===== config.mk =====
export PLATFORM = sky130hd
export DESIGN_NAME = swt_ctrl
export DESIGN_NICKNAME = d
export VERILOG_FILES = /design/src/rtl/swt_pkg.sv /design/src/rtl/swt_ctrl.sv
export SDC_FILE = /design/constraint.sdc
export NUM_CORES = 1
export LEC_CHECK = 0
export BUFFER_PORTS_ARGS = -buffer_cell sky130_fd_sc_hd__buf_2
export CAP_MARGIN = 20
export CORE_MARGIN = 2
export CORE_UTILIZATION = 51
export CTS_BUF_LIST = sky130_fd_sc_hd__clkbuf_8
export DETAILED_ROUTE_END_ITERATION = 7
export PLACE_DENSITY = 0.8
export SYNTH_ARGS = -nofsm -noshare
export SYNTH_HDL_FRONTEND = slang
export SYNTH_SLANG_ARGS = --single-unit

===== constraint.sdc =====
create_clock -name core_clk -period 3.83 [get_ports core_clk]
set_input_delay 0.383 -clock core_clk [delete_from_list [all_inputs] [get_ports core_clk]]
set_output_delay 0.383 -clock core_clk [all_outputs]
set_load 0.005 [all_outputs]

===== src/rtl/swt_pkg.sv =====
// package for the single wire bus transceiver control block
// assumes one 100 MHz core clock and synchronous pin inputs
package swt_pkg;

    // ****************************************************
    // modes and timing
    // ****************************************************
    // gray order: sleep, wake-up, normal, high speed
    typedef enum logic [1:0] {
        SWT_SLEEP = 2'b00,
        SWT_WAKE = 2'b01,
        SWT_NORMAL = 2'b11,
        SWT_HSPEED = 2'b10
    } swt_mode_e;

    // drive level encoding for the bus output
    typedef enum logic [1:0] {
        SWT_DRV_REC = 2'b00,
        SWT_DRV_NORM = 2'b01,
        SWT_DRV_HIGH = 2'b10
    } swt_drv_e;

    localparam int unsigned SWT_CLK_MHZ = 100;
    localparam int unsigned SWT_TIMEOUT_US = 1000;
    localparam int unsigned SWT_TIMEOUT_CYC = SWT_TIMEOUT_US * SWT_CLK_MHZ;
    localparam int SWT_CNT_W = 24;
    localparam int SWT_BUF_DEPTH = 2;
    localparam logic SWT_RX_RESET = 1'b1;
    localparam logic SWT_TX_RESET = 1'b1;

endpackage


===== src/rtl/swt_ctrl.sv =====
// control logic of a single wire bus transceiver: mode decode, transmit
// drive with stuck-dominant timeout, receive gating and wake flagging,
// supply, thermal and ground lockouts
// assumes analog comparators deliver bus and fault levels on core_clk
//
// Contract
// - transmit high or open leaves the bus recessive
// - transmit low drives dominant, elevated level in wake-up mode
// - sleep mode never drives the bus dominant
// - transmit input defaults high via weak pull-up
// - transmit dominant past timeout switches bus drive off
// - next low-to-high transmit edge re-enables drive at once
// - mode inputs decode to sleep, high speed, wake-up, normal
// - mode inputs default low via pull-downs, giving sleep
// - sleep holds until elevated bus voltage or mode change
// - high speed mode disables shaping, normal dominant level
// - elevated bus voltage wakes a sleeping node, normal does not
// - normal mode keeps edge shaping active
// - receive output high for recessive, low for dominant bus
// - sleep forwards nothing until wake voltage or mode change
// - bus wake-up pulls receive output low as an interrupt
// - wake with modes low returns to sleep when wake voltage ends
// - all other modes pass bus state to receive output
// - receive output undriven while sleeping
// - load ground path closed except on loss of ground
// - undervoltage keeps bus passive and receive undriven high
// - over-temperature disables the high-side driver
// - loss of ground opens load but keeps transmitting
`timescale 1ns/10ps
module swt_ctrl #(
    parameter int unsigned TIMEOUT_CYC = swt_pkg::SWT_TIMEOUT_CYC
) (
    input wire logic core_clk,
    input wire logic resetn,
    input wire logic tx_data,
    input wire logic tx_data_oe,
    input wire logic mode_sel_a,
    input wire logic mode_sel_a_oe,
    input wire logic mode_sel_b,
    input wire logic mode_sel_b_oe,
    input wire logic bus_dom_norm,
    input wire logic bus_dom_high,
    input wire logic supply_low,
    input wire logic over_temp,
    input wire logic ground_lost,
    input wire logic rx_ready,
    output logic rx_valid,
    output logic rx_data,
    output logic rx_data_oe,
    output logic rx_wake,
    output logic single_bus_line,
    output logic single_bus_line_oe,
    output logic [1:0] bus_drive_level,
    output logic shaping_en,
    output logic load_gnd_closed,
    output logic tx_timed_out,
    output logic [1:0] mode_state
);

    // ****************************************************
    // state
    // ****************************************************
    typedef struct packed {
        logic [1:0] tx_sync;
        logic [1:0] ma_sync;
        logic [1:0] mb_sync;
        logic tx_prev;
        logic [swt_pkg::SWT_CNT_W-1:0] dom_cnt;
        logic timed_out;
        swt_pkg::swt_mode_e mode;
        logic woken;
        logic [1:0] buf_data;
        logic [1:0] buf_wake;
        logic [1:0] buf_cnt;
        logic rd_ptr;
        logic wr_ptr;
        logic last_rx;
        logic [1:0] drv;
        logic drv_on;
        logic shape;
        logic load_on;
    } swt_state_s;

    swt_state_s st_reg;
    swt_state_s st_next;

    localparam logic [swt_pkg::SWT_CNT_W-1:0] TO_LIMIT = swt_pkg::SWT_CNT_W'(TIMEOUT_CYC);

    logic tx_pin;
    logic ma_pin;
    logic mb_pin;
    logic tx_s;
    logic [1:0] msel;
    logic rx_level;
    logic rx_wk;
    logic push;
    logic pop;
    logic sleeping;

    // ****************************************************
    // pin defaults
    // ****************************************************
    always_comb begin
        tx_pin = tx_data_oe ? tx_data : 1'b1;
        ma_pin = mode_sel_a_oe ? mode_sel_a : 1'b0;
        mb_pin = mode_sel_b_oe ? mode_sel_b : 1'b0;
    end

    // ****************************************************
    // next state
    // ****************************************************
    always_comb begin
        st_next = st_reg;
        st_next.tx_sync = {st_reg.tx_sync[0], tx_pin};
        st_next.ma_sync = {st_reg.ma_sync[0], ma_pin};
        st_next.mb_sync = {st_reg.mb_sync[0], mb_pin};
        tx_s = st_reg.tx_sync[1];
        msel = {st_reg.mb_sync[1], st_reg.ma_sync[1]};
        st_next.tx_prev = tx_s;

        case (msel)
            2'b01: st_next.mode = swt_pkg::SWT_HSPEED;
            2'b10: st_next.mode = swt_pkg::SWT_WAKE;
            2'b11: st_next.mode = swt_pkg::SWT_NORMAL;
            default: st_next.mode = swt_pkg::SWT_SLEEP;
        endcase

        if (st_reg.mode == swt_pkg::SWT_SLEEP && !st_reg.woken && bus_dom_high) begin
            st_next.woken = 1'b1;
        // back to sleep when wake level gone
        end else if (!bus_dom_high || msel != 2'b00) begin
            st_next.woken = 1'b0;
        end
        sleeping = (st_reg.mode == swt_pkg::SWT_SLEEP) && !st_reg.woken;

        if (tx_s) begin
            st_next.dom_cnt = '0;
        end else if (st_reg.dom_cnt != TO_LIMIT) begin
            st_next.dom_cnt = st_reg.dom_cnt + 1'b1;
        end
        if (!tx_s && st_reg.dom_cnt == TO_LIMIT) begin
            st_next.timed_out = 1'b1;
        end else if (tx_s && !st_reg.tx_prev) begin
            st_next.timed_out = 1'b0;
        end

        if (tx_s || st_reg.mode == swt_pkg::SWT_SLEEP || st_reg.timed_out
            || supply_low || over_temp) begin
            st_next.drv = swt_pkg::SWT_DRV_REC;
        end else if (st_reg.mode == swt_pkg::SWT_WAKE) begin
            st_next.drv = swt_pkg::SWT_DRV_HIGH;
        end else begin
            st_next.drv = swt_pkg::SWT_DRV_NORM;
        end
        // loss of ground does not stop transmit
        st_next.drv_on = (st_next.drv != swt_pkg::SWT_DRV_REC);
        // shaping off only in high speed
        st_next.shape = (st_reg.mode != swt_pkg::SWT_HSPEED);
        // load path opens only on lost ground
        st_next.load_on = !ground_lost;

        rx_level = !(bus_dom_norm || bus_dom_high);
        // wake shows as a low receive output
        rx_wk = st_reg.woken && st_reg.mode == swt_pkg::SWT_SLEEP;

        // receive buffer: two entries, a change is a word
        // nothing is queued while sleeping
        push = !sleeping && !supply_low && (rx_level != st_reg.last_rx);
        pop = (st_reg.buf_cnt != 2'd0) && rx_ready;
        if (push && st_reg.buf_cnt != 2'(swt_pkg::SWT_BUF_DEPTH)) begin
            st_next.buf_data[st_reg.wr_ptr] = rx_wk ? 1'b0 : rx_level;
            st_next.buf_wake[st_reg.wr_ptr] = rx_wk;
            st_next.wr_ptr = ~st_reg.wr_ptr;
            st_next.last_rx = rx_level;
        end else if (push) begin
            // full: hold off, retry next cycle; a change undone while full is lost
            push = 1'b0;
        end
        if (pop) begin
            st_next.rd_ptr = ~st_reg.rd_ptr;
        end
        st_next.buf_cnt = st_reg.buf_cnt + 2'(push) - 2'(pop);
        if (supply_low || sleeping) begin
            st_next.last_rx = 1'b1;
        end
    end

    // ****************************************************
    // registers
    // ****************************************************
    always_ff @(posedge core_clk or negedge resetn) begin
        if (!resetn) begin
            st_reg <= '{tx_sync: 2'b11, ma_sync: 2'b00, mb_sync: 2'b00,
                        tx_prev: swt_pkg::SWT_TX_RESET, dom_cnt: '0,
                        timed_out: 1'b0, mode: swt_pkg::SWT_SLEEP, woken: 1'b0,
                        buf_data: 2'b11, buf_wake: 2'b00, buf_cnt: 2'b00,
                        rd_ptr: 1'b0, wr_ptr: 1'b0,
                        last_rx: swt_pkg::SWT_RX_RESET, drv: swt_pkg::SWT_DRV_REC,
                        drv_on: 1'b0, shape: 1'b1, load_on: 1'b1};
        end else begin
            st_reg <= st_next;
        end
    end

    // ****************************************************
    // outputs
    // ****************************************************
    assign rx_valid = (st_reg.buf_cnt != 2'd0);
    assign rx_data = st_reg.buf_data[st_reg.rd_ptr];
    assign rx_wake = st_reg.buf_wake[st_reg.rd_ptr] && rx_valid;
    // receive undriven while sleeping or in supply undervoltage
    assign rx_data_oe = !(st_reg.mode == swt_pkg::SWT_SLEEP && !st_reg.woken) && !supply_low;
    assign single_bus_line = st_reg.drv_on;
    assign single_bus_line_oe = st_reg.drv_on;
    assign bus_drive_level = st_reg.drv;
    assign shaping_en = st_reg.shape;
    assign load_gnd_closed = st_reg.load_on;
    assign tx_timed_out = st_reg.timed_out;
    assign mode_state = st_reg.mode;

endmodule


==> results of run 1 <==
worst register-to-register path: stages, from the launching register on:
cell	delay, ns
sky130_fd_sc_hd__dfstp_2	0.38
sky130_fd_sc_hd__or3_1	0.32
sky130_fd_sc_hd__a2111oi_2	0.53
sky130_fd_sc_hd__inv_1	0.09
sky130_fd_sc_hd__ha_1	0.28
sky130_fd_sc_hd__inv_1	0.04
sky130_fd_sc_hd__ha_1	0.18
sky130_fd_sc_hd__xnor2_1	0.18
sky130_fd_sc_hd__xnor2_1	0.15
metrics by stage:
step,hold slack (ns),instances,power (mW),setup WS (ns),utilization
floorplan,0.0874,222,0.734,1.66,-
global placement,0.334,287,0.784,1.48,0.558
detailed placement,0.335,287,0.797,1.37,0.558
CTS,0.182,295,1.09,1.58,0.578
global route,0.182,297,1.14,1.42,0.585
finish,0.192,297,1.08,1.61,0.585
cells by family after synthesis:
family	Yosys count	synth area share
xor+xnor	14	0.0531
fa+ha+maj	4	0.0217
flops	49	0.535
mux	6	0.0287
compound gates	33	0.0878
buf+inv	22	0.0472
simple gates	94	0.226
cell usage after synthesis, drive strengths merged:
cell type	number
nor4b	2
mux2i	1
ha	4
o41ai	1
o21ai	9
o31ai	4
clkbuf	7
a21oi	14
dfrtp	41
or3	8
or4b	1
and3b	1
and3	1
o311ai	2
buf	6
xnor2	9
nor3b	1
nor4	5
and2	4
nand2b	2
o21a	1
and4	1
xor2	5
inv	9
nor3	10
nor2b	3
nor2	18
nand3	7
o31a	1
a2111oi	1
dfstp	8
or4	7
nand2	14
or2b	1
nand4	8
mux2	5
where the power goes:
part,internal (mW),switching [mW]
logic,0.0882,0.0784
registers,0.578,0.0421
clock network,0.127,0.164
placed cells by master, fill, tap and decap left out, drive strengths merged, types with 2 or more instances in the layout:
cell and n:
nand2b 2, o21ai 9, nor2 18, o31ai 4, nor3 10, nor4b 2
nor2b 3, o311ai 2, nand2 14, nand4 8, or4 7, xor2 5
a21oi 14, xnor2 9, and2 4, clkbuf 5, inv 10, nand3 7
dfrtp 41, ha 4, nor4 5, mux2 5, dfstp 8, or3 8
buf 27
layout make-up:
class | count | area, sq um | share of cell area
clock buffers | 5 | 68.8 | 0.0270
well taps | 52 | 65.1 | 0.0255
multi-input cells | 151 | 963 | 0.378
flip-flops and latches | 49 | 1240 | 0.485
inverters | 9 | 33.8 | 0.0133
clock inverters | 3 | 20.0 | 0.00786
repair buffers | 28 | 160 | 0.0629
repair_timing:
action | in CTS | in global routing
endpoints found under the hold margin | 0 | 5
buffers inserted | 0 | 0
hold buffers | 0 | 1
final timing paths:
kind | start | end | slack, ns | cells after the start
worst max-delay path | st_reg[5] | st_reg[9] | 1.61 | 8
worst min-delay path | ground_lost | load_gnd_closed | 0.19 | 2
worst max register to register | st_reg[5] | st_reg[9] | 1.61 | 8
worst min register to register | st_next[48] | st_next[42] | 0.36 | 0
max in group asynchronous | resetn | load_gnd_closed | 2.87 | 3
min in group asynchronous | resetn | bus_drive_level[0] | 0.43 | 2
layer usage:
metal / vias up / global-route usage / part of all wire
met3: 8 / 0.0309 / 0.036
met5: - / 0 / 0
met2: 34 / 0.277 / 0.46
met4: 0 / 0.0881 / 0.023
met1: 804 / 0.230 / 0.48
li1: 826 / - / -
==> results_dict.tcl, run 1 <==
set metrics [dict create \
    startpoint_type "flip-flop" \
    route.vias.total 1672 \
    drc_errors 0 \
    largest_register_ff_count 35 \
    groute.usage.overall 0.174 \
    peakVddDrop_uv 272 \
    worst_path_dominant_cell_family "compound AO/OA/AOI/OAI gates" \
    grt_pass1_wl_um 6960 \
    core_region_area_sq_um 4350 \
    grt_pass1_vias 1580 \
    post_synthesis_cell_type_count 41 \
    crit_path_cell_trace "or3_1 > a2111oi_2 > inv_1 > ha_1 > inv_1 > ha_1 > xnor2_1 > xnor2_1" \
    worst-slew-pin-transition_ns 0.508 \
    tritoncts_buffers 5 \
    hold_viol 0 \
    worstPathRequired_ns 4.06 \
    route.detailed.wl_per_inst_um 13.7 \
    max_freq_mhz 450 \
    routed_via_density 5.63 \
    synth_largest_area_cell "sky130_fd_sc_hd__dfrtp_1" \
    clkTransAtPathRegs_ns 0.09 \
    finalSetupViolCount 0 \
    cell_area_after_placement_sq_um 2430 \
    hpwlAfterDp_um 2890 \
    hold_class "input port to flip-flop" \
    syn-instance-count 222 \
    netlist_area_sq_um 2310 \
    max_slew_margin 0.661 \
    worst-path-buf-inv 2 \
    syn-mean-instance-area_sq_um 10.4 \
    top_area_cell_type_share_of_the_netlist_area 0.444 \
    num-fill-cells 374 \
    cts_tree "yes" \
    dr.pass1.iters 4 \
    drt-total-wl_um 4080 \
    worst_clock_skew_ns 0.00953 \
    ant_nets 0 \
    critical_path.max_stage_delay_ns 0.53 \
    post_cts_resized 0 \
    power.static_leakage_nw 1.05 \
    die_width_um 71.3 \
    drv.max_cap_violation_count 0 \
    grt_max_degree 50 \
    yosysSeqAreaShare 0.536 \
    slew_viol_final 0 \
    antenna_found_initial 0 \
    period_share 0.580 \
    initialDrtViolationCount 89 \
    post_synth_main_area_contributors "sky130_fd_sc_hd__dfrtp_1 (44%), sky130_fd_sc_hd__dfstp_2 (9.1%), sky130_fd_sc_hd__xnor2_1 (3.4%)" \
    global_route.overflow_total 0 \
    cpMaxStageDelayCell "sky130_fd_sc_hd__a2111oi_2" \
    antennaDiodeCount 0 \
    h-tree-depth 2 \
    setup.worst_path.end_class "flip-flop" \
    grt_setup_unrepaired "no" \
    fin_tns_setup_ns 0 \
    clock_latency_ns 0.30 \
    die_height_um 71.3 \
    port-buffer-count 26 \
    final_layout_size_suffix_gt1_frac 0.200 \
    io-pin-count 27 \
    flow.area_growth_from_synthesis_pct 10.4 \
    worst-setup-path-type "flip-flop to flip-flop" \
    period_minus_slack_ns 2.22 \
    ctsRootBufferMaster "sky130_fd_sc_hd__clkbuf_8" \
    post-route-cell-area_sq_um 2550 \
    critical_path_peak_fanout 4 \
    final_net_count 262 \
    synthesis.yosys.warnings 0 \
    initial_utilization 0.530 \
    synth_fp_nets 240 \
    std_cell_rows 24 \
    synth-seq-cells 49 \
    worst_ep_arrival_time_ns 2.45 \
    gpl_wtd_cong 0.844 \
    power_per_cell_area_nw_per_um2 423 \
    die_area_sq_um 5080 \
    run_status "finished clean" \
    clock_sinks 49 \
    cts_buffer_depth 2 \
]
No activity file was read; power rests on OpenSTA's default activity.
==> inputs of run 2 (changes only) <==
clock period = 2.3 ns   (was 3.83 ns; I/O delays follow)
==> results_dict.tcl, run 2 (synthesis results as in run 1) <==
set metrics [dict create \
    run_status "finished, violations left" \
    failed_checks "negative hold slack" \
    drv.max_cap_violation_count 0 \
    antennaDiodeCount 0 \
    grt_pass1_wl_um 7180 \
    io-pin-count 27 \
    grt_pass1_vias 1688 \
    max_freq_mhz 473 \
    cts_buffer_depth 2 \
    std_cell_rows 24 \
    met2RoutedLength_um 1880 \
    slew_viol_final 0 \
    ctsRootBufferMaster "sky130_fd_sc_hd__clkbuf_8" \
    final_net_count 264 \
    final_layout_size_suffix_gt1_frac 0.211 \
    power.static_leakage_nw 1.07 \
    post_cts_resized 0 \
    grt_setup_unrepaired "no" \
    flow.area_growth_from_synthesis_pct 11.3 \
    port-buffer-count 26 \
    tritoncts_buffers 5 \
    cts_tree "yes" \
    power_per_cell_area_nw_per_um2 743 \
    area.sequential_sq_um 1240 \
    largest_register_ff_count 35 \
    routed_via_density 5.71 \
    highest_layer "met4" \
    drt-total-wl_um 4080 \
    worst_clock_skew_ns 0.00770 \
    multiInputGateArea_sq_um 963 \
    post_cts_hold_buffer_count 0 \
    hold_slack_ns -0.000966 \
    num-fill-cells 362 \
    worstPathRequired_ns 2.54 \
    finalSetupViolCount 0 \
    worst-setup-path-type "flip-flop to flip-flop" \
    dr.pass1.iters 4 \
    initial_utilization 0.530 \
    groute.usage.overall 0.179 \
    layoutNonFillerInstCount 299 \
    clock_sinks 49 \
    antenna_found_initial 0 \
    period_share 0.919 \
    route.layer.met1.wl_um 1920 \
    startpoint_type "flip-flop" \
    drc_errors 0 \
    ant_nets 0 \
    die_height_um 71.3 \
    setup.worst_path.end_class "flip-flop" \
    die_width_um 71.3 \
    worst_ep_arrival_time_ns 2.35 \
    cts_post_setup_buffers_inserted 0 \
    period_minus_slack_ns 2.11 \
    hpwlAfterDp_um 2930 \
    route.detailed.wl_per_inst_um 13.6 \
    global_route.overflow_total 0 \
    final_common_cell "sky130_fd_sc_hd__dfrtp_1" \
    final_cell_mix "sky130_fd_sc_hd__dfrtp_1 (41), sky130_fd_sc_hd__buf_2 (26), sky130_fd_sc_hd__nor2_1 (18), sky130_fd_sc_hd__nand2_1 (14), sky130_fd_sc_hd__a21oi_1 (14)" \
    core_region_area_sq_um 4350 \
    worst-slew-pin-transition_ns 0.587 \
    route.vias.total 1708 \
    route.met3.wl_um 186 \
    post-place-cells 291 \
    clock_latency_ns 0.31 \
    peakVddDrop_uv 447 \
    die_area_sq_um 5080 \
    hold_viol 1 \
    gpl_wtd_cong 0.838 \
    max_slew_margin 0.609 \
    grt_max_degree 50 \
    clkTransAtPathRegs_ns 0.09 \
    critical_path_peak_fanout 3 \
    h-tree-depth 2 \
    fin_tns_setup_ns 0 \
    hold_class "input port to asynchronous set/reset pin" \
    initialDrtViolationCount 134 \
]
==> run 2: changes by cell type in the layout (fill, tap and decap cells not counted), sizes merged <==
cell | before | now
bufinv | 0 | 1
dlygate4sd3 | 1 | 0
buf | 27 | 30
clkinv | 1 | 0
clkinvlp | 1 | 0
inv | 10 | 11
==> run 2: critical path: stages (launching register included) <==
cell                        delay [ns]
sky130_fd_sc_hd__dfstp_2          0.38
sky130_fd_sc_hd__or3_1            0.32
sky130_fd_sc_hd__a2111oi_2        0.44
sky130_fd_sc_hd__inv_1            0.09
sky130_fd_sc_hd__ha_1             0.28
sky130_fd_sc_hd__inv_1            0.04
sky130_fd_sc_hd__ha_1             0.18
sky130_fd_sc_hd__xnor2_1          0.18
sky130_fd_sc_hd__xnor2_1          0.13
==> run 2: cell type report <==
| class | count | area share |
|---|---|---|
| sequential | 49 | 0.481 |
| multi-input combinational | 151 | 0.375 |
| timing repair buffer | 30 | 0.0623 |
| clock buffer | 5 | 0.0268 |
| tap | 52 | 0.0253 |
| clock inverter | 3 | 0.0166 |
| inverter | 9 | 0.0131 |
==> run 2: layer usage <==
metal,up-vias,global-route usage
met5,-,0
met4,0,0.101
met3,7,0.0295
met2,46,0.280
met1,825,0.238
li1,830,-
==> run 2: per-stage QoR <==
stage,setup slack (ns),utilization,area [sq um],total power [mW]
finish,0.187,0.590,2570,1.91
global route,0.0170,0.590,2570,2.00
CTS,0.183,0.590,2570,1.93
detailed placement,0.135,0.565,2460,1.33
global placement,0.243,0.565,2460,1.31
floorplan,0.224,-,2310,1.22
==> run 2: report_power, final <==
part	leakage [nW]	switching, mW	internal [mW]	total [mW]
registers	0.638	0.0657	0.963	1.03
logic	0.371	0.128	0.148	0.276
clock network	0.0599	0.282	0.324	0.606
total	1.07	0.476	1.43	1.91
==> run 2: worst paths after layout <==
kind                             start            endpoint  slack [ns]  cells after the start
min reg2reg                st_next[44]             msel[1]        0.35                      0
max in group asynchronous       resetn          st_reg[28]        1.90                      2
min                             resetn  bus_drive_level[1]      -0.001                      2
min in group core_clk      ground_lost     load_gnd_closed        0.02                      2
max reg2reg                  st_reg[5]           st_reg[9]        0.19                      8
max                          st_reg[5]           st_reg[9]        0.19                      8
